==> src/hdl/sdram_pkg.sv <==
// Shared constants and types for the SDRAM command and address multiplexer
package sdram_pkg;

    // Port size as seen by the controller
    typedef enum logic [1:0] {
        PORT_8 = 2'h0,
        PORT_16 = 2'h1,
        PORT_32 = 2'h2
    } port_size_type;

    // Access sequencer states, Gray coded along idle-row-wait-column-done
    typedef enum logic [2:0] {
        ST_IDLE = 3'h0,
        ST_ROW = 3'h1,
        ST_WAIT = 3'h3,
        ST_COL = 3'h2,
        ST_DONE = 3'h6
    } seq_state_type;

    localparam int ADDR_W = 32;
    localparam int COL_LINES_W = 4;
    localparam int BLOCKS = 2;
    localparam int LANES = 2;

    // Pin positions of the multiplexed address map
    localparam int PIN_LOW = 9;
    localparam int PIN_BASE_TOP = 17;
    localparam int PIN_16_TOP = 16;
    localparam int PIN_32_TOP = 15;
    localparam int PIN_32_HI = 17;
    localparam int COL_32_HI = 16;
    localparam int PIN_EXTRA_LO = 18;
    localparam int PIN_ODD_LO = 19;
    localparam int PIN_8_EXTRA_HI = 25;
    localparam int PIN_16_EXTRA_HI = 26;
    localparam int LINES_MIN_8 = 10;
    localparam int LINES_MIN_WIDE = 9;
    localparam logic [COL_LINES_W-1:0] LINES_EIGHT = 4'h8;

    // Timing: system clock and forwarded memory clock
    localparam int SYS_CLK_NS = 20;
    localparam int MEM_CLK_NS = 160;
    localparam int HALF_CYCLES = (MEM_CLK_NS + 2 * SYS_CLK_NS - 1) / (2 * SYS_CLK_NS);
    localparam logic [3:0] HALF_LAST = 4'(HALF_CYCLES - 1);
    // Memory clocks between row and column command
    localparam logic [3:0] ROW_TO_COL_MCLK = 4'h2;

    // Pin levels at reset; selects and masks return to them while idle
    localparam logic [ADDR_W-1:0] ADDR_RESET = 32'h0000_0000;
    localparam logic [BLOCKS-1:0] BLOCK_NONE_N = 2'h3;
    localparam logic [LANES-1:0] LANES_MASKED = 2'h3;

endpackage : sdram_pkg

==> src/hdl/addr_mux_if.sv <==
// Carrier between the sequencer and the address pin multiplexer
`timescale 1ns/1ps
interface addr_mux_if;
    import sdram_pkg::*;

    logic [ADDR_W-1:0] addr;
    port_size_type port_size;
    logic [COL_LINES_W-1:0] col_lines;
    logic col_phase;
    logic [ADDR_W-1:0] pins;

    modport ctrl (
        output addr,
        output port_size,
        output col_lines,
        output col_phase,
        input pins
    );

    modport mux (
        input addr,
        input port_size,
        input col_lines,
        input col_phase,
        output pins
    );
endinterface : addr_mux_if

==> src/hdl/address_pin_mux.sv <==
// Row and column multiplexing of internal address bits onto address pins
`timescale 1ns/1ps
module address_pin_mux
    import sdram_pkg::*;
(
    addr_mux_if.mux bus_if
);

    wire [ADDR_W-1:0] pin_vec;

    // Source bit for a pin in the column phase, or -1 to keep the row bit
    function automatic int col_source(input int pin, input port_size_type size,
                                      input logic [COL_LINES_W-1:0] lines);
        int src;
        src = -1;
        case (size)
            PORT_8: begin
                if (pin >= PIN_LOW && pin <= PIN_BASE_TOP) begin
                    src = PIN_BASE_TOP - pin;
                end else if (pin >= PIN_ODD_LO && pin <= PIN_8_EXTRA_HI && (pin % 2) == 1 &&
                             lines >= 4'(LINES_MIN_8 + (pin - PIN_ODD_LO) / 2)) begin
                    src = pin - 1;
                end
            end
            PORT_16: begin
                if (pin >= PIN_LOW && pin <= PIN_16_TOP) begin
                    src = PIN_BASE_TOP - pin;
                end else if (pin >= PIN_EXTRA_LO && pin <= PIN_16_EXTRA_HI &&
                             lines >= 4'(LINES_MIN_WIDE + (pin - PIN_EXTRA_LO) / 2)) begin
                    src = pin - 1;
                end
            end
            default: begin
                if (pin >= PIN_LOW && pin <= PIN_32_TOP) begin
                    src = PIN_BASE_TOP - pin;
                end else if (pin == PIN_32_HI) begin
                    src = COL_32_HI;
                end else if (pin == PIN_EXTRA_LO && lines == LINES_EIGHT) begin
                    src = pin - 1;
                end else if (pin >= PIN_ODD_LO && pin <= PIN_8_EXTRA_HI && (pin % 2) == 1 &&
                             lines >= 4'(LINES_MIN_WIDE + (pin - PIN_ODD_LO) / 2)) begin
                    src = pin - 1;
                end
            end
        endcase
        return src;
    endfunction : col_source

    // One selector per pin; the choice depends on port size and column lines
    genvar p;
    generate
        for (p = 0; p < ADDR_W; p++) begin : g_pin
            assign pin_vec[p] = (bus_if.col_phase && col_source(p, bus_if.port_size, bus_if.col_lines) >= 0) ?
                bus_if.addr[5'(col_source(p, bus_if.port_size, bus_if.col_lines))] :
                bus_if.addr[p];
        end
    endgenerate

    assign bus_if.pins = pin_vec;

endmodule : address_pin_mux

==> src/hdl/sdram_command_address_mux.sv <==
// SDRAM command sequencer driving strobes, selects, byte masks and clock
`timescale 1ns/1ps
module sdram_command_address_mux
    import sdram_pkg::*;
(
    input wire logic clk_sys_in,
    input wire logic sys_rst_in,
    // Access request from the controller core
    input wire logic req_valid_in,
    input wire logic req_write_in,
    input wire logic [ADDR_W-1:0] req_addr_in,
    input wire logic req_block_in,
    input wire logic [LANES-1:0] req_lane_en_in,
    output logic req_ready_out,
    output logic done_out,
    // Static configuration
    input wire port_size_type port_size_in,
    input wire logic [COL_LINES_W-1:0] col_lines_in,
    input wire logic cke_command_mode_in,
    input wire logic cke_command_bit_in,
    input wire logic power_down_in,
    // SDRAM pins
    output logic [ADDR_W-1:0] addr_pins_out,
    output logic row_strobe_n_out,
    output logic col_strobe_n_out,
    output logic write_strobe_n_out,
    output logic [BLOCKS-1:0] block_select_n_out,
    output logic mem_clock_enable_out,
    output logic [LANES-1:0] byte_strobe_out,
    output logic memory_clock_out
);

    // ****************************************************************
    // Local state
    // ****************************************************************
    logic [3:0] div_q;
    logic mem_clk_q;
    logic fall_tick;
    seq_state_type state_q;
    seq_state_type state_d;
    logic [3:0] wait_q;
    logic [ADDR_W-1:0] addr_q;
    logic write_q;
    logic block_q;
    logic [LANES-1:0] lane_en_q;
    logic cmd_bit_q;
    logic ready_q;
    logic done_q;
    logic [ADDR_W-1:0] pins_q;
    logic ras_n_q;
    logic cas_n_q;
    logic we_n_q;
    logic [BLOCKS-1:0] cs_n_q;
    logic cke_q;
    logic [LANES-1:0] dqm_q;
    logic accept;
    logic pend_q;

    addr_mux_if mux_bus ();

    // ****************************************************************
    // Forwarded memory clock
    // ****************************************************************

    // Divider counts half periods of the memory clock
    always_ff @(posedge clk_sys_in) begin
        if (sys_rst_in) begin
            div_q <= 4'h0;
        end else if (div_q == HALF_LAST) begin
            div_q <= 4'h0;
        end else begin
            div_q <= div_q + 4'h1;
        end
    end

    // Clock toggles from a flip-flop so the pin has no glitches
    always_ff @(posedge clk_sys_in) begin
        if (sys_rst_in) begin
            mem_clk_q <= 1'b0;
        end else if (div_q == HALF_LAST) begin
            mem_clk_q <= ~mem_clk_q;
        end
    end

    // Pins change on the falling memory edge, half a period before the SDRAM samples
    assign fall_tick = mem_clk_q && (div_q == HALF_LAST);

    // ****************************************************************
    // Request capture
    // ****************************************************************

    // A request is only taken while idle and not powered down
    assign accept = req_valid_in && ready_q && !power_down_in;

    // Request fields are held for the whole access
    always_ff @(posedge clk_sys_in) begin
        if (sys_rst_in) begin
            addr_q <= ADDR_RESET;
            write_q <= 1'b0;
            block_q <= 1'b0;
            lane_en_q <= '0;
            cmd_bit_q <= 1'b0;
        end else if (accept) begin
            addr_q <= req_addr_in;
            write_q <= req_write_in;
            block_q <= req_block_in;
            lane_en_q <= req_lane_en_in;
            cmd_bit_q <= cke_command_bit_in;
        end
    end

    // Accepted request waits here for the next falling memory edge to start it.
    // Ready alone cannot carry it: ready is recomputed every cycle, and a phantom
    // access would follow a power-down release if a low ready meant "pending"
    always_ff @(posedge clk_sys_in) begin
        if (sys_rst_in) begin
            pend_q <= 1'b0;
        end else if (accept) begin
            pend_q <= 1'b1;
        end else if (state_q == ST_IDLE && state_d == ST_ROW) begin
            pend_q <= 1'b0;
        end
    end

    // Ready drops on acceptance and returns when the sequencer is back to idle.
    // It stays low while a request waits, so a second one cannot overwrite it
    always_ff @(posedge clk_sys_in) begin
        if (sys_rst_in) begin
            ready_q <= 1'b0;
        end else if (accept) begin
            ready_q <= 1'b0;
        end else begin
            ready_q <= (state_q == ST_IDLE) && (state_d == ST_IDLE) && !pend_q && !power_down_in;
        end
    end

    // ****************************************************************
    // Access sequencer
    // ****************************************************************

    // Row command first, then the column command after the row-to-column gap
    always_comb begin
        state_d = state_q;
        unique case (state_q)
            ST_IDLE: begin
                if (fall_tick && pend_q && !power_down_in) begin
                    state_d = ST_ROW;
                end
            end
            ST_ROW: begin
                if (fall_tick) begin
                    state_d = ST_WAIT;
                end
            end
            ST_WAIT: begin
                if (fall_tick && wait_q == 4'h0) begin
                    state_d = ST_COL;
                end
            end
            ST_COL: begin
                if (fall_tick) begin
                    state_d = ST_DONE;
                end
            end
            ST_DONE: begin
                if (fall_tick) begin
                    state_d = ST_IDLE;
                end
            end
            // Unused codes fall back to idle rather than lock up
            default: begin
                state_d = ST_IDLE;
            end
        endcase
    end

    // State register; a pending request is held in pend_q while idle
    always_ff @(posedge clk_sys_in) begin
        if (sys_rst_in) begin
            state_q <= ST_IDLE;
        end else begin
            state_q <= state_d;
        end
    end

    // Gap counter; one memory clock is spent in the row state itself
    always_ff @(posedge clk_sys_in) begin
        if (sys_rst_in) begin
            wait_q <= 4'h0;
        end else if (state_q == ST_ROW && fall_tick) begin
            wait_q <= ROW_TO_COL_MCLK - 4'h2;
        end else if (state_q == ST_WAIT && fall_tick && wait_q != 4'h0) begin
            wait_q <= wait_q - 4'h1;
        end
    end

    // Completion pulse as the sequencer returns to idle
    always_ff @(posedge clk_sys_in) begin
        if (sys_rst_in) begin
            done_q <= 1'b0;
        end else begin
            done_q <= (state_q == ST_DONE) && fall_tick;
        end
    end

    // ****************************************************************
    // Address multiplexer
    // ****************************************************************

    assign mux_bus.addr = addr_q;
    assign mux_bus.port_size = port_size_in;
    assign mux_bus.col_lines = col_lines_in;
    assign mux_bus.col_phase = (state_d == ST_COL);

    address_pin_mux u_addr_mux (
        .bus_if(mux_bus.mux)
    );

    // ****************************************************************
    // Pin registers, loaded on the falling memory edge
    // ****************************************************************

    // Address pins keep their value between commands to limit toggling
    always_ff @(posedge clk_sys_in) begin
        if (sys_rst_in) begin
            pins_q <= ADDR_RESET;
        end else if (fall_tick && (state_d == ST_ROW || state_d == ST_COL)) begin
            pins_q <= mux_bus.pins;
        end
    end

    // Strobes are low for exactly one memory clock in their phase
    always_ff @(posedge clk_sys_in) begin
        if (sys_rst_in) begin
            ras_n_q <= 1'b1;
            cas_n_q <= 1'b1;
        end else if (fall_tick) begin
            ras_n_q <= !(state_d == ST_ROW);
            cas_n_q <= !(state_d == ST_COL);
        end
    end

    // Write strobe low only in the column command of a write
    always_ff @(posedge clk_sys_in) begin
        if (sys_rst_in) begin
            we_n_q <= 1'b1;
        end else if (fall_tick) begin
            we_n_q <= !(state_d == ST_COL && write_q);
        end
    end

    // One select per block, low in the row and column commands and high in the wait between them
    always_ff @(posedge clk_sys_in) begin
        if (sys_rst_in) begin
            cs_n_q <= BLOCK_NONE_N;
        end else if (fall_tick) begin
            cs_n_q <= BLOCK_NONE_N;
            if (state_d == ST_ROW || state_d == ST_COL) begin
                cs_n_q[block_q] <= 1'b0;
            end
        end
    end

    // Lane masks: enabled lanes unmasked in the column command, all masked otherwise
    always_ff @(posedge clk_sys_in) begin
        if (sys_rst_in) begin
            dqm_q <= LANES_MASKED;
        end else if (fall_tick) begin
            dqm_q <= (state_d == ST_COL) ? ~lane_en_q : LANES_MASKED;
        end
    end

    // Clock enable: command bit in command cycles when that mode is set,
    // otherwise low only while power-down is requested and nothing runs
    always_ff @(posedge clk_sys_in) begin
        if (sys_rst_in) begin
            cke_q <= 1'b1;
        end else if (fall_tick) begin
            if (cke_command_mode_in && (state_d == ST_ROW || state_d == ST_COL)) begin
                cke_q <= cmd_bit_q;
            end else begin
                cke_q <= !(power_down_in && state_d == ST_IDLE);
            end
        end
    end

    // ****************************************************************
    // Outputs
    // ****************************************************************
    assign req_ready_out = ready_q;
    assign done_out = done_q;
    assign addr_pins_out = pins_q;
    assign row_strobe_n_out = ras_n_q;
    assign col_strobe_n_out = cas_n_q;
    assign write_strobe_n_out = we_n_q;
    assign block_select_n_out = cs_n_q;
    assign mem_clock_enable_out = cke_q;
    assign byte_strobe_out = dqm_q;
    assign memory_clock_out = mem_clk_q;

endmodule : sdram_command_address_mux

==> config.mk <==
export PLATFORM = sky130hd
export DESIGN_NAME = sdram_command_address_mux
export DESIGN_NICKNAME = d
export VERILOG_FILES = /design/src/hdl/sdram_pkg.sv /design/src/hdl/addr_mux_if.sv /design/src/hdl/address_pin_mux.sv /design/src/hdl/sdram_command_address_mux.sv
export SDC_FILE = /design/constraint.sdc
export NUM_CORES = 1
export LEC_CHECK = 0
export BUFFER_PORTS_ARGS = -buffer_cell sky130_fd_sc_hd__buf_2
export CAP_MARGIN = 5
export CORE_ASPECT_RATIO = 1.2
export CORE_UTILIZATION = 40
export DETAILED_ROUTE_END_ITERATION = 6
export GPL_TIMING_DRIVEN = 0
export SETUP_SLACK_MARGIN = 0.02
export SYNTH_ARGS = -nofsm -noshare
export SYNTH_HDL_FRONTEND = slang
export SYNTH_SLANG_ARGS = --single-unit
export TNS_END_PERCENT = 100
==> constraint.sdc <==
create_clock -name clk_sys_in -period 2.2 [get_ports clk_sys_in]
set_input_delay 0.44 -clock clk_sys_in [delete_from_list [all_inputs] [get_ports clk_sys_in]]
set_output_delay 0.44 -clock clk_sys_in [all_outputs]
set_load 0.03 [all_outputs]
# Word level (Yosys, flattened, before mapping)
# Index checks and enable logic that the tools add are counted.
# word_totals
romBits	0
inputBits	48
latchBits	0
out_inout_bits	43
ram_bits	0
ff_bits	92
wordCells	198
n_memories	0
# classes
order_cmp	29
n_reduce_logical	47
n_mux	89
bitwise	3
mul	0
shift	0
div	0
eq_ne	9
add_sub_neg	2
# op_table
operator	n
2-to-1 mux 32 bit	23
>= comparator 32 x 1 -> 1 bit (second input constant)	11
case mux 32 bit (2 select lines)	2
< comparator 5 x 7 -> 1 bit (second input constant)	11
binary-select mux 1 bit (select 5 bit)	11
2-to-1 mux 1 bit	44
logical AND 1 bit	30
>= comparator 4 bit (second input constant)	5
2-to-1 mux 3 bit	5
case mux 3 bit (5 select lines)	1
== test 3 x 2 -> 1 bit (second input constant)	3
OR reduction 2 bit	4
== test 3 x 1 -> 1 bit (second input constant)	2
logical NOT 1 bit	6
logical NOT 3 bit	2
adder 4 x 1 -> 4 bit (second input constant)	1
== test 4 x 2 -> 1 bit (second input constant)	1
== test 4 bit (second input constant)	1
logical NOT 4 bit	1
2-to-1 mux 2 bit	2
NOT 2 bit	2
nonzero test 4 bit	1
subtractor 4 x 1 -> 4 bit (second input constant)	1
== test 3 bit (second input constant)	1
8 further kinds	8

# Logic depth before layout (Yosys ltp)
# Gate-level depths: netlist of run 1.
# logic_depth
ltp_word	10
depth_mapped	9
ltp_nobuf	7

# Cells and area by module
# A second synthesis of run 1 with hierarchy kept.
# unflattened
hier_cells	491
hier_area_um2	4196.5
# modules_own_cells
mod	area_per_inst_um2	seq_area_each_um2	instances	cells_each
sdram_command_address_mux	3713.6	1841.8	1	430
address_pin_mux	483.0	0.0	1	61

# Least setup slack after synthesis of run 1
# No wires, ideal clock.
# synth_path
path_kind	flip-flop to flip-flop
start	reg mem_clk_q (netlist: memory_clock_out)
end	reg pins_q[20] (netlist: addr_pins_out[20])
setup_slack_ns	0.118
stages_incl_launch_ff	8
required_time_ns	2.083
arrival_ns	1.965
path_buffers	2
cell_sequence	dfxtp_1 nor4bb_1 buf_2 mux2_4 buf_6 nor4_2 mux2i_1 o2bb2ai_1
# synth_between
elab_chain_cells	8
word_cells_on_any_way	16
classes_between	eq/ne (2); mux (7); reduce/logical (7)
# synth_lines
element	line_no	text
from (decl)	sdram_command_address_mux.sv:37	logic mem_clk_q;
from (signal assigned)	sdram_command_address_mux.sv:81	mem_clk_q <= ~mem_clk_q;
logical AND 1 bit (*)	sdram_command_address_mux.sv:86	assign fall_tick = mem_clk_q && (div_q == HALF_LAST);
logical AND 1 bit (2 in a row)	sdram_command_address_mux.sv:146	if (fall_tick && pend_q && !power_down_in) begin
2-to-1 mux 3 bit	sdram_command_address_mux.sv:146	
case mux 3 bit (5 select lines)	sdram_command_address_mux.sv:144	unique case (state_q)
== test 3 x 2 -> 1 bit or == test 3 x 1 -> 1 bit (tied branches)	sdram_command_address_mux.sv:213, sdram_command_address_mux.sv:227	
logical AND 1 bit or logical OR 1 bit (tied branches)	address_pin_mux.sv:53, sdram_command_address_mux.sv:227	
2-to-1 mux 1 bit or logical AND 1 bit (tied branches)	address_pin_mux.sv:53, sdram_command_address_mux.sv:227	
to (signal assigned)	sdram_command_address_mux.sv:228	pins_q <= mux_bus.pins;
to (decl)	sdram_command_address_mux.sv:49	logic [ADDR_W-1:0] pins_q;
# Mark *: on every way between the ends. The rest lies on a longest branch, timed or not.
# A chain may end at the register's enable or synchronous reset.

# Worst setup path after layout of run 1
# layout_path
start	reg mem_clk_q (netlist: memory_clock_out)
end	reg pins_q[19] (netlist: addr_pins_out[19])
# Same word-level chain as after synthesis.

==> flow_metrics.env, run 1 <==
export IMPL_ys_seq_elements=92
export IMPL_timing_fmax_ghz=0.480
export IMPL_htreeDepth=3
export IMPL_drv_cap=0
export IMPL_post_place_ws_ns=-0.158
export IMPL_drt_iter0_drc=181
export IMPL_cp_slowest_cell="dfxtp_2"
export IMPL_startpoint_type="flip-flop"
export IMPL_worstPathMaxFanout=5
export IMPL_layout_commonest_cell="nand2_1"
export IMPL_syn2layout_area_growth_pct=24.6
export IMPL_synth_edf_count=0
export IMPL_path_class="flip-flop to flip-flop"
export IMPL_cp_arrival_ns=2.31
export IMPL_rsz0062_at_grt="no"
export IMPL_fin_tns_setup_ns=0
export IMPL_first_pass_iters=4
export IMPL_cp_top_family="multiplexers"
export IMPL_num_vias=3387
export IMPL_cts_tree="done"
export IMPL_clock_sinks=92
export IMPL_nFillCells=916
export IMPL_final_cell_mix="125 x nand2_1, 91 x buf_2, 89 x dfxtp_1"
export IMPL_async_reset_ff_share_pct=0
export IMPL_drive_above_1_share_pct=25.3
export IMPL_max_slew_margin_rel_pct=39.3
export IMPL_die_h_um=108
export IMPL_p_leak_nw=1.69
export IMPL_slew_violations=0
export IMPL_multi_input_area_um2=1840
export IMPL_synth_cell_types=51
export IMPL_hold_ws_ns=0.302
export IMPL_cp_num_buf_inv=2
export IMPL_finalCriticalPeriod_ns=2.08
export IMPL_utilization_pct=51.6
export IMPL_wl_um=10200
export IMPL_remaining_drc_errors=0
export IMPL_netlist_area_um2=3760
export IMPL_rows=38
export IMPL_routabilityCongestion=0.797
export IMPL_clk_latency_ns=0.37
export IMPL_start_util_pct=41.4
export IMPL_placed_area_um2=4350
export IMPL_ios=91
export IMPL_hpwl_um=7340
export IMPL_cts_buffers=9
export IMPL_layout_setup_ws_ns=0.118
export IMPL_ir_drop_v=0.000295
export IMPL_antenna_found_initial=0
export IMPL_synth_yosys_warnings=0
export IMPL_grt_pass1_wl_um=16300
export IMPL_cp_required_ns=2.43
export IMPL_nets=608
export IMPL_worstMarginPinSlew_ns=0.907
export IMPL_synthesis_nets=507
export IMPL_instances_no_fill=681
export IMPL_coreArea_um2=9080
export IMPL_die_w_um=90.5
export IMPL_stdcell_area_um2=4680
export IMPL_final_setup_viol_count=0
export IMPL_grt_pass1_vias=3282
export IMPL_hp_class="primary input to flip-flop"
export IMPL_die_area_um2=9790
export IMPL_synth_seq_area_share_pct=49.0
export IMPL_ant_nets=0
export IMPL_port_buffers=88
export IMPL_clk_pin_slew_worst_paths_ns=0.09
export IMPL_cts_path_max_buffers=2
export IMPL_synth_top_flop_cell="dfxtp_1"
export IMPL_totalPowerFinal_mw=3.01
export IMPL_avgSynthCellArea_um2=8.24
export IMPL_outcome="finished clean"
export IMPL_grt_start_max_net_pins=14
export IMPL_clock_tree_root_cell="clkbuf_8"
export IMPL_syn_inst=456
export IMPL_crit_chain="nor4bb_4, buf_4, mux2_4, buf_12, a211oi_4, mux2i_1, a211oi_2"
export IMPL_wl_per_cell_um=15.0
export IMPL_slowest_delay_ns=0.40
export IMPL_dp_cells=664
export IMPL_hold_viol=0
export IMPL_via_per_inst=4.97
export IMPL_skew_ns=0.00651
export IMPL_n_antenna_cell=0
export IMPL_grt_overflow=0
export IMPL_powerDensity_nw_per_um2=642
export IMPL_grt_use_total_pct=21.5
export IMPL_seq_area_um2=1850
export IMPL_end_kind="flip-flop"
export IMPL_fin_crit_sh_pct=94.6
==> worst paths after layout <==
kind / from / endpoint / slack, ns / depth (start not counted)
min reg2reg: addr_q[27] / addr_pins_out[27] / 0.45 / 2
max reg2reg: memory_clock_out / addr_pins_out[19] / 0.12 / 7
min: req_addr_in[3] / addr_q[3] / 0.30 / 3
max: memory_clock_out / addr_pins_out[19] / 0.12 / 7
==> power by group <==
| group | internal [mW] | total (mW) | switching [mW] |
|---|---|---|---|
| registers | 1.69 | 1.71 | 0.0184 |
| clock network | 0.550 | 1.12 | 0.567 |
| logic | 0.0742 | 0.185 | 0.110 |
==> worst min-delay path, delay by kind of cell <==
kind	cells	cell delay, ns
compound gates	1	0.05
buf+inv	1	0.09
simple gates	1	0.05
==> per-layer routing <==
| metal | wire, um | global-route usage, % |
|---|---|---|
| met3 | 376 | 4.99 |
| met4 | 167 | 7.95 |
| met2 | 4980 | 36.9 |
| met1 | 4660 | 26.3 |
| met5 | 0 | 0 |
==> cell families after synthesis <==
group / Yosys count / synth area share (%)
multiplexers: 12 / 3.36
buffers and inverters: 38 / 4.26
XOR/XNOR: 6 / 1.40
adder cells (fa/ha/maj): 3 / 0.999
flip-flops: 92 / 49.0
AND/OR/NAND/NOR: 206 / 24.9
AO/OA/AOI/OAI: 99 / 16.1
==> flip-flops by register name, indices dropped and copies added (netlist names) <==
signal                count
addr_pins_out            32
addr_q                   32
block_q                   1
block_select_n_out        2
byte_strobe_out           2
cmd_bit_q                 1
col_strobe_n_out          1
div_q                     4
done_out                  1
lane_en_q                 2
mem_clock_enable_out      1
memory_clock_out          1
pend_q                    1
req_ready_out             1
row_strobe_n_out          1
state_q                   3
wait_q                    4
write_q                   1
write_strobe_n_out        1
==> timing repair <==
item / 4_1_cts / 5_1_grt
pin swaps: 1 / 6
hold buffers: 0 / 0
resized for setup: 8 / 22
buffers inserted: 1 / 1
cloned: 0 / 1
setup endpoints to repair: 34 / 37
==> cell type report <==
type                    count  share of cell area (%)
clock buffers              13                    3.18
well taps                 120                    3.21
flip-flops and latches     92                    39.4
plain buffers              32                    3.45
multi-input cells         326                    39.3
inverters                   5                   0.401
repair buffers             91                    10.3
clock inverters             2                   0.748
==> cells in the mapped netlist, drive strengths merged, types with 5 or more instances <==
| library cell | number | area share (%) |
|---|---|---|
| nand2 | 126 | 13 |
| dfxtp | 92 | 49 |
| a21oi | 61 | 8.1 |
| nor2 | 38 | 3.8 |
| clkbuf | 23 | 2.3 |
| nor3 | 12 | 2.4 |
| buf | 10 | 1.5 |
| mux2i | 10 | 2.7 |
| a211oi | 9 | 2.1 |
| a311oi | 7 | 1.6 |
| inv | 5 | 0.50 |
| nand2b | 5 | 0.83 |
| or2 | 5 | 0.83 |
Note: power is estimated with default switching activity, not from simulation.
==> inputs of run 2 (changes only) <==
==> constraint.sdc (replaced) <==
create_clock -name clk_sys_in -period 1.7 [get_ports clk_sys_in]
set_input_delay 0.34 -clock clk_sys_in [delete_from_list [all_inputs] [get_ports clk_sys_in]]
set_output_delay 0.34 -clock clk_sys_in [all_outputs]
set_load 0.03 [all_outputs]
==> run 2 against run 1 <==
The flow now finishes with violations (setup timing). Sequential share of layout area down 4.6 points. Global-route usage increased by 1.2 points. Design area rose by 14%. First-iteration DRC count down 6.1%. Cell count grew 3.4%. Clock skew is 0.0055 ns higher.
==> flow_metrics.env, run 2 (synthesis gave the netlist of run 1 again) <==
export IMPL_clock_sinks=92
export IMPL_layout_setup_ws_ns=-0.331
export IMPL_cts_path_max_buffers=2
export IMPL_use_met1_pct=27.3
export IMPL_worstMarginPinSlew_ns=0.764
export IMPL_num_vias=3598
export IMPL_cp_num_buf_inv=2
export IMPL_port_buffers=88
export IMPL_totalPowerFinal_mw=3.99
export IMPL_slew_violations=0
export IMPL_hold_viol=0
export IMPL_rows=38
export IMPL_start_util_pct=41.4
export IMPL_cp_arrival_ns=2.26
export IMPL_path_class="flip-flop to flip-flop"
export IMPL_drv_cap=0
export IMPL_wl_um=11000
export IMPL_via_per_inst=5.11
export IMPL_utilization_pct=58.6
export IMPL_rsz0062_at_grt="yes"
export IMPL_hold_end="addr_q[5]"
export IMPL_drt_iter0_drc=170
export IMPL_slowest_delay_ns=0.36
export IMPL_hold_depth=3
export IMPL_reg2reg_slack_ns=-0.33
export IMPL_gr_usage_met2_pct=40.1
export IMPL_remaining_drc_errors=0
export IMPL_nFillCells=812
export IMPL_layout_commonest_cell="nand2_1"
export IMPL_worstReg2RegEnd="addr_pins_out[19]"
export IMPL_post_place_ws_ns=-0.495
export IMPL_nets=631
export IMPL_cts_buffers=9
export IMPL_end_kind="flip-flop"
export IMPL_p_leak_nw=1.99
export IMPL_outcome="finished with violations"
export IMPL_finalCriticalPeriod_ns=2.03
export IMPL_grt_use_total_pct=22.7
export IMPL_powerDensity_nw_per_um2=750
export IMPL_grt_overflow=0
export IMPL_coreArea_um2=9080
export IMPL_antenna_found_initial=0
export IMPL_clk_pin_slew_worst_paths_ns=0.09
export IMPL_n_antenna_cell=0
export IMPL_startpoint_type="flip-flop"
export IMPL_worstPathMaxFanout=10
export IMPL_ios=91
export IMPL_grt_start_max_net_pins=15
export IMPL_final_setup_viol_count=40
export IMPL_r2r_start="div_q[1]"
export IMPL_hold_buffers=0
export IMPL_hp_class="primary input to flip-flop"
export IMPL_skew_ns=0.0121
export IMPL_wl_per_cell_um=15.6
export IMPL_worst_r2r_cell_count=8
export IMPL_cts_tree="done"
export IMPL_clk_latency_ns=0.37
export IMPL_grt_pass1_vias=3402
export IMPL_hpwl_um=7350
export IMPL_routabilityCongestion=0.802
export IMPL_clock_tree_root_cell="clkbuf_8"
export IMPL_cp_slowest_cell="dfxtp_2"
export IMPL_die_h_um=108
export IMPL_cp_top_family="multiplexers"
export IMPL_drive_above_1_share_pct=40.6
export IMPL_crit_chain="ha_4, nor4bb_4, buf_4, mux2_4, buf_12, a211oi_4, mux2i_2, a211oi_2"
export IMPL_grt_busiest_layer="met2"
export IMPL_final_cell_mix="99 x nand2_1, 91 x buf_2, 85 x dfxtp_1"
export IMPL_timing_fmax_ghz=0.492
export IMPL_violations="setup timing"
export IMPL_ir_drop_v=0.000440
export IMPL_cp_required_ns=1.93
export IMPL_fin_crit_sh_pct=119
export IMPL_worstHoldStart="req_addr_in[5]"
export IMPL_syn2layout_area_growth_pct=41.6
export IMPL_max_slew_margin_rel_pct=49.1
export IMPL_grt_pass1_wl_um=17000
export IMPL_die_w_um=90.5
export IMPL_ant_nets=0
export IMPL_first_pass_iters=5
export IMPL_use_met3_pct=5.06
export IMPL_die_area_um2=9790
export IMPL_htreeDepth=3
## run 2: cell types whose count changed in the layout (fill, tap and decap cells not counted), sizes merged
cell,delta
buf,+27
bufbuf,+1
clkbuf,-7
clkinv,+2
## run 2: stage by stage
step                TNS (ns)  hold WS (ns)  instance area, um2  instances
global placement      -19.31         0.437                4410        664
global route          -10.31         0.182                5320        704
CTS                    -6.14         0.188                5080        698
floorplan              -3.23         0.429                3810        456
finish                 -6.46         0.199                5320        704
detailed placement    -20.86         0.443                4410        664
## run 2: per-layer routing
metal | vias up | wire length [um]
met5 | - | 0
met4 | 0 | 189
met3 | 15 | 438
met2 | 96 | 5640
met1 | 1704 | 4740
li1 | 1783 | -
## run 2: worst register-to-register path: cells and delay by family (launching register included)
family,cells,cell delay (ns)
mux,2,0.62
simple gates,1,0.17
buf+inv,2,0.33
fa+ha+maj,1,0.13
flops,1,0.36
compound gates,2,0.27
## run 2: power by group
group	switching, mW	internal [mW]
Combinational	0.156	0.104
Clock	0.772	0.750
Sequential	0.0244	2.18
## run 2: worst max-delay path by stage
stage                           startpoint           endpoint  cells after the start
after floorplan           memory_clock_out  addr_pins_out[19]                      7
final                             div_q[1]  addr_pins_out[19]                      8
after detailed placement          div_q[0]   addr_pins_out[6]                      8
after global placement            div_q[0]  addr_pins_out[18]                      8
after CTS                         div_q[1]  addr_pins_out[19]                      8
after global routing              div_q[1]  addr_pins_out[19]                      8
## run 2: cell type report
cell class | instances | area (um2) | area share (%)
tap | 120 | 150 | 2.82
buffer | 30 | 210 | 3.95
clock buffer | 11 | 151 | 2.85
timing repair buffer | 116 | 754 | 14.2
inverter | 5 | 18.8 | 0.353
multi-input combinational | 326 | 2130 | 40.1
sequential | 92 | 1850 | 34.8
clock inverter | 4 | 48.8 | 0.917
## run 2: repair_timing
item,4_1_cts,5_1_grt
setup endpoints to repair,75,73
setup buffers,17,8
pin swaps,42,22
gates resized for setup,83,52
cloned,5,1
==> inputs of run 3 (changes only) <==
--- a/config.mk
+++ b/config.mk
@@ -5,7 +5,7 @@
 export SDC_FILE = /design/constraint.sdc
 export NUM_CORES = 1
 export LEC_CHECK = 0
-export BUFFER_PORTS_ARGS = -buffer_cell sky130_fd_sc_hd__buf_2
+export BUFFER_PORTS_ARGS = -buffer_cell sky130_fd_sc_hd__clkbuf_2
 export CAP_MARGIN = 5
 export CORE_ASPECT_RATIO = 1.2
 export CORE_UTILIZATION = 40
==> run 3 against run 2 <==
Sequential share of layout area fell by 0.66 points. Register-to-register slack improved by 0.03 ns. Total power rose by 1.0%. Critical endpoint unchanged. The flow still finishes with violations (setup timing). Non-clock buffer count rose by 5. Largest power group unchanged. Cell count rose by 0.85%. Die area did not move. Count of clock-buffer cells in the layout fell by 1. Combinational power barely moved. Design area rose by 1.9%. Clock skew fell by 0.0010 ns. Core utilization rose by 1.1 points. Critical path depth fell by 1.
==> flow_metrics.env, run 3 (synthesis gave the netlist of run 1 again) <==
export IMPL_worstPathMaxFanout=5
export IMPL_via_per_inst=5.20
export IMPL_p_sw_mw=0.976
export IMPL_seq_area_um2=1850
export IMPL_hpwl_um=7410
export IMPL_grt_use_total_pct=22.7
export IMPL_clock_sinks=92
export IMPL_hp_class="primary input to flip-flop"
export IMPL_multi_input_area_um2=2160
export IMPL_layout_commonest_cell="nand2_1"
export IMPL_cts_path_max_buffers=2
export IMPL_rows=38
export IMPL_layout_setup_ws_ns=-0.304
export IMPL_path_class="flip-flop to flip-flop"
export IMPL_pwr_share_comb_pct=6.5
export IMPL_num_vias=3689
export IMPL_clock_tree_root_cell="clkbuf_8"
export IMPL_die_w_um=90.5
export IMPL_end_kind="flip-flop"
export IMPL_cp_required_ns=1.93
export IMPL_hold_ws_ns=0.184
export IMPL_startpoint_type="flip-flop"
export IMPL_htreeDepth=3
export IMPL_worstMarginPinSlew_ns=0.756
export IMPL_post_place_ws_ns=-0.499
export IMPL_grt_overflow=0
export IMPL_hold_viol=0
export IMPL_powerDensity_nw_per_um2=744
export IMPL_n_antenna_cell=0
export IMPL_dp_cells=664
export IMPL_skew_ns=0.0110
export IMPL_grt_start_max_net_pins=16
export IMPL_slew_violations=0
export IMPL_grt_pass1_wl_um=17200
export IMPL_nFillCells=824
export IMPL_first_pass_iters=5
export IMPL_p_leak_nw=2.02
export IMPL_antenna_found_initial=0
export IMPL_switching_share_pct=24.2
export IMPL_clk_pin_slew_worst_paths_ns=0.09
export IMPL_drv_cap=0
export IMPL_cts_buffers=9
export IMPL_drt_iter0_drc=161
export IMPL_final_setup_viol_count=41
export IMPL_cp_arrival_ns=2.23
export IMPL_final_cell_mix="95 x nand2_1, 90 x clkbuf_2, 86 x dfxtp_1"
export IMPL_remaining_drc_errors=0
export IMPL_die_h_um=108
export IMPL_cts_tree="done"
export IMPL_syn2layout_area_growth_pct=44.2
export IMPL_fin_crit_sh_pct=118
export IMPL_max_slew_margin_rel_pct=49.6
export IMPL_p_int_mw=3.05
export IMPL_clk_latency_ns=0.37
export IMPL_grt_pass1_vias=3539
export IMPL_stdcell_area_um2=5420
export IMPL_ios=91
export IMPL_wl_um=11500
export IMPL_instances_no_fill=710
export IMPL_ant_nets=0
export IMPL_finalCriticalPeriod_ns=2.00
export IMPL_violations="setup timing"
export IMPL_ir_drop_v=0.000486
export IMPL_rsz0062_at_grt="yes"
export IMPL_drive_above_1_share_pct=41.7
export IMPL_power_frac_seq_pct=54.8
export IMPL_p_clk_share_pct=38.6
export IMPL_timing_fmax_ghz=0.499
export IMPL_port_buffers=88
export IMPL_routabilityCongestion=0.803
export IMPL_start_util_pct=41.4
export IMPL_placed_area_um2=4410
export IMPL_wl_per_cell_um=16.2
export IMPL_nets=636
export IMPL_die_area_um2=9790
export IMPL_outcome="finished with violations"
export IMPL_coreArea_um2=9080
[run 3: path summary, 6_finish.rpt]
path                            cells past startpoint            from           endpoint  slack, ns
worst max-delay path                                7        div_q[3]  addr_pins_out[19]      -0.30
worst min-delay path                                3  req_addr_in[4]          addr_q[4]       0.18
worst max register to register                      7        div_q[3]  addr_pins_out[19]      -0.30
worst min register to register                      2      addr_q[26]         addr_q[26]       0.46
[run 3: cell type report]
cell class,count,share of cell area (%)
Buffer,30,4.13
Multi-Input combinational cell,326,39.8
Clock buffer,10,2.75
Tap cell,120,2.77
Timing Repair Buffer,121,14.9
Clock inverter,6,1.09
Inverter,5,0.346
Sequential cell,92,34.2
[run 3: per-stage QoR]
stage          power (mW)  setup TNS, ns  util, %
6_report             4.03          -6.05     59.7
2_1_floorplan        2.38          -3.23        -
3_3_place_gp         2.48         -19.32     48.5
3_5_place_dp         2.48         -21.05     48.5
4_1_cts              4.03          -6.10     55.1
5_1_grt              4.20         -10.10     59.7
[run 3: power groups by stage]
stage | Sequential [mW] | Combinational (mW) | Clock (mW)
floorplan | 2.26 | 0.117 | 0
global placement | 2.25 | 0.227 | 0
detailed placement | 2.26 | 0.229 | 0
CTS | 2.21 | 0.247 | 1.57
global route | 2.21 | 0.287 | 1.70
finish | 2.21 | 0.263 | 1.56
[run 3: what timing repair did]
item,in CTS,in global routing
pin swaps,47,30
buffers inserted,14,16
gates resized for setup,80,62
cloned,3,3
endpoints found under the setup margin,74,64
hold buffers,0,0
[run 3: worst max-delay path: stages (launching register included)]
cell      delay [ns]
dfxtp_1         0.40
nor4bb_4        0.27
buf_4           0.15
mux2_4          0.35
buf_12          0.16
a211oi_4        0.16
mux2i_1         0.28
a211oi_2        0.09
[run 3: metal layers]
layer / global-route usage, % / wire length [um] / part of all wire, % / up-vias
li1: - / - / - / 1802
met5: 0 / 0 / 0 / -
met1: 25.8 / 4660 / 41 / 1766
met2: 41.1 / 5980 / 52 / 94
met4: 9.45 / 333 / 2.9 / 0
met3: 4.92 / 530 / 4.6 / 27
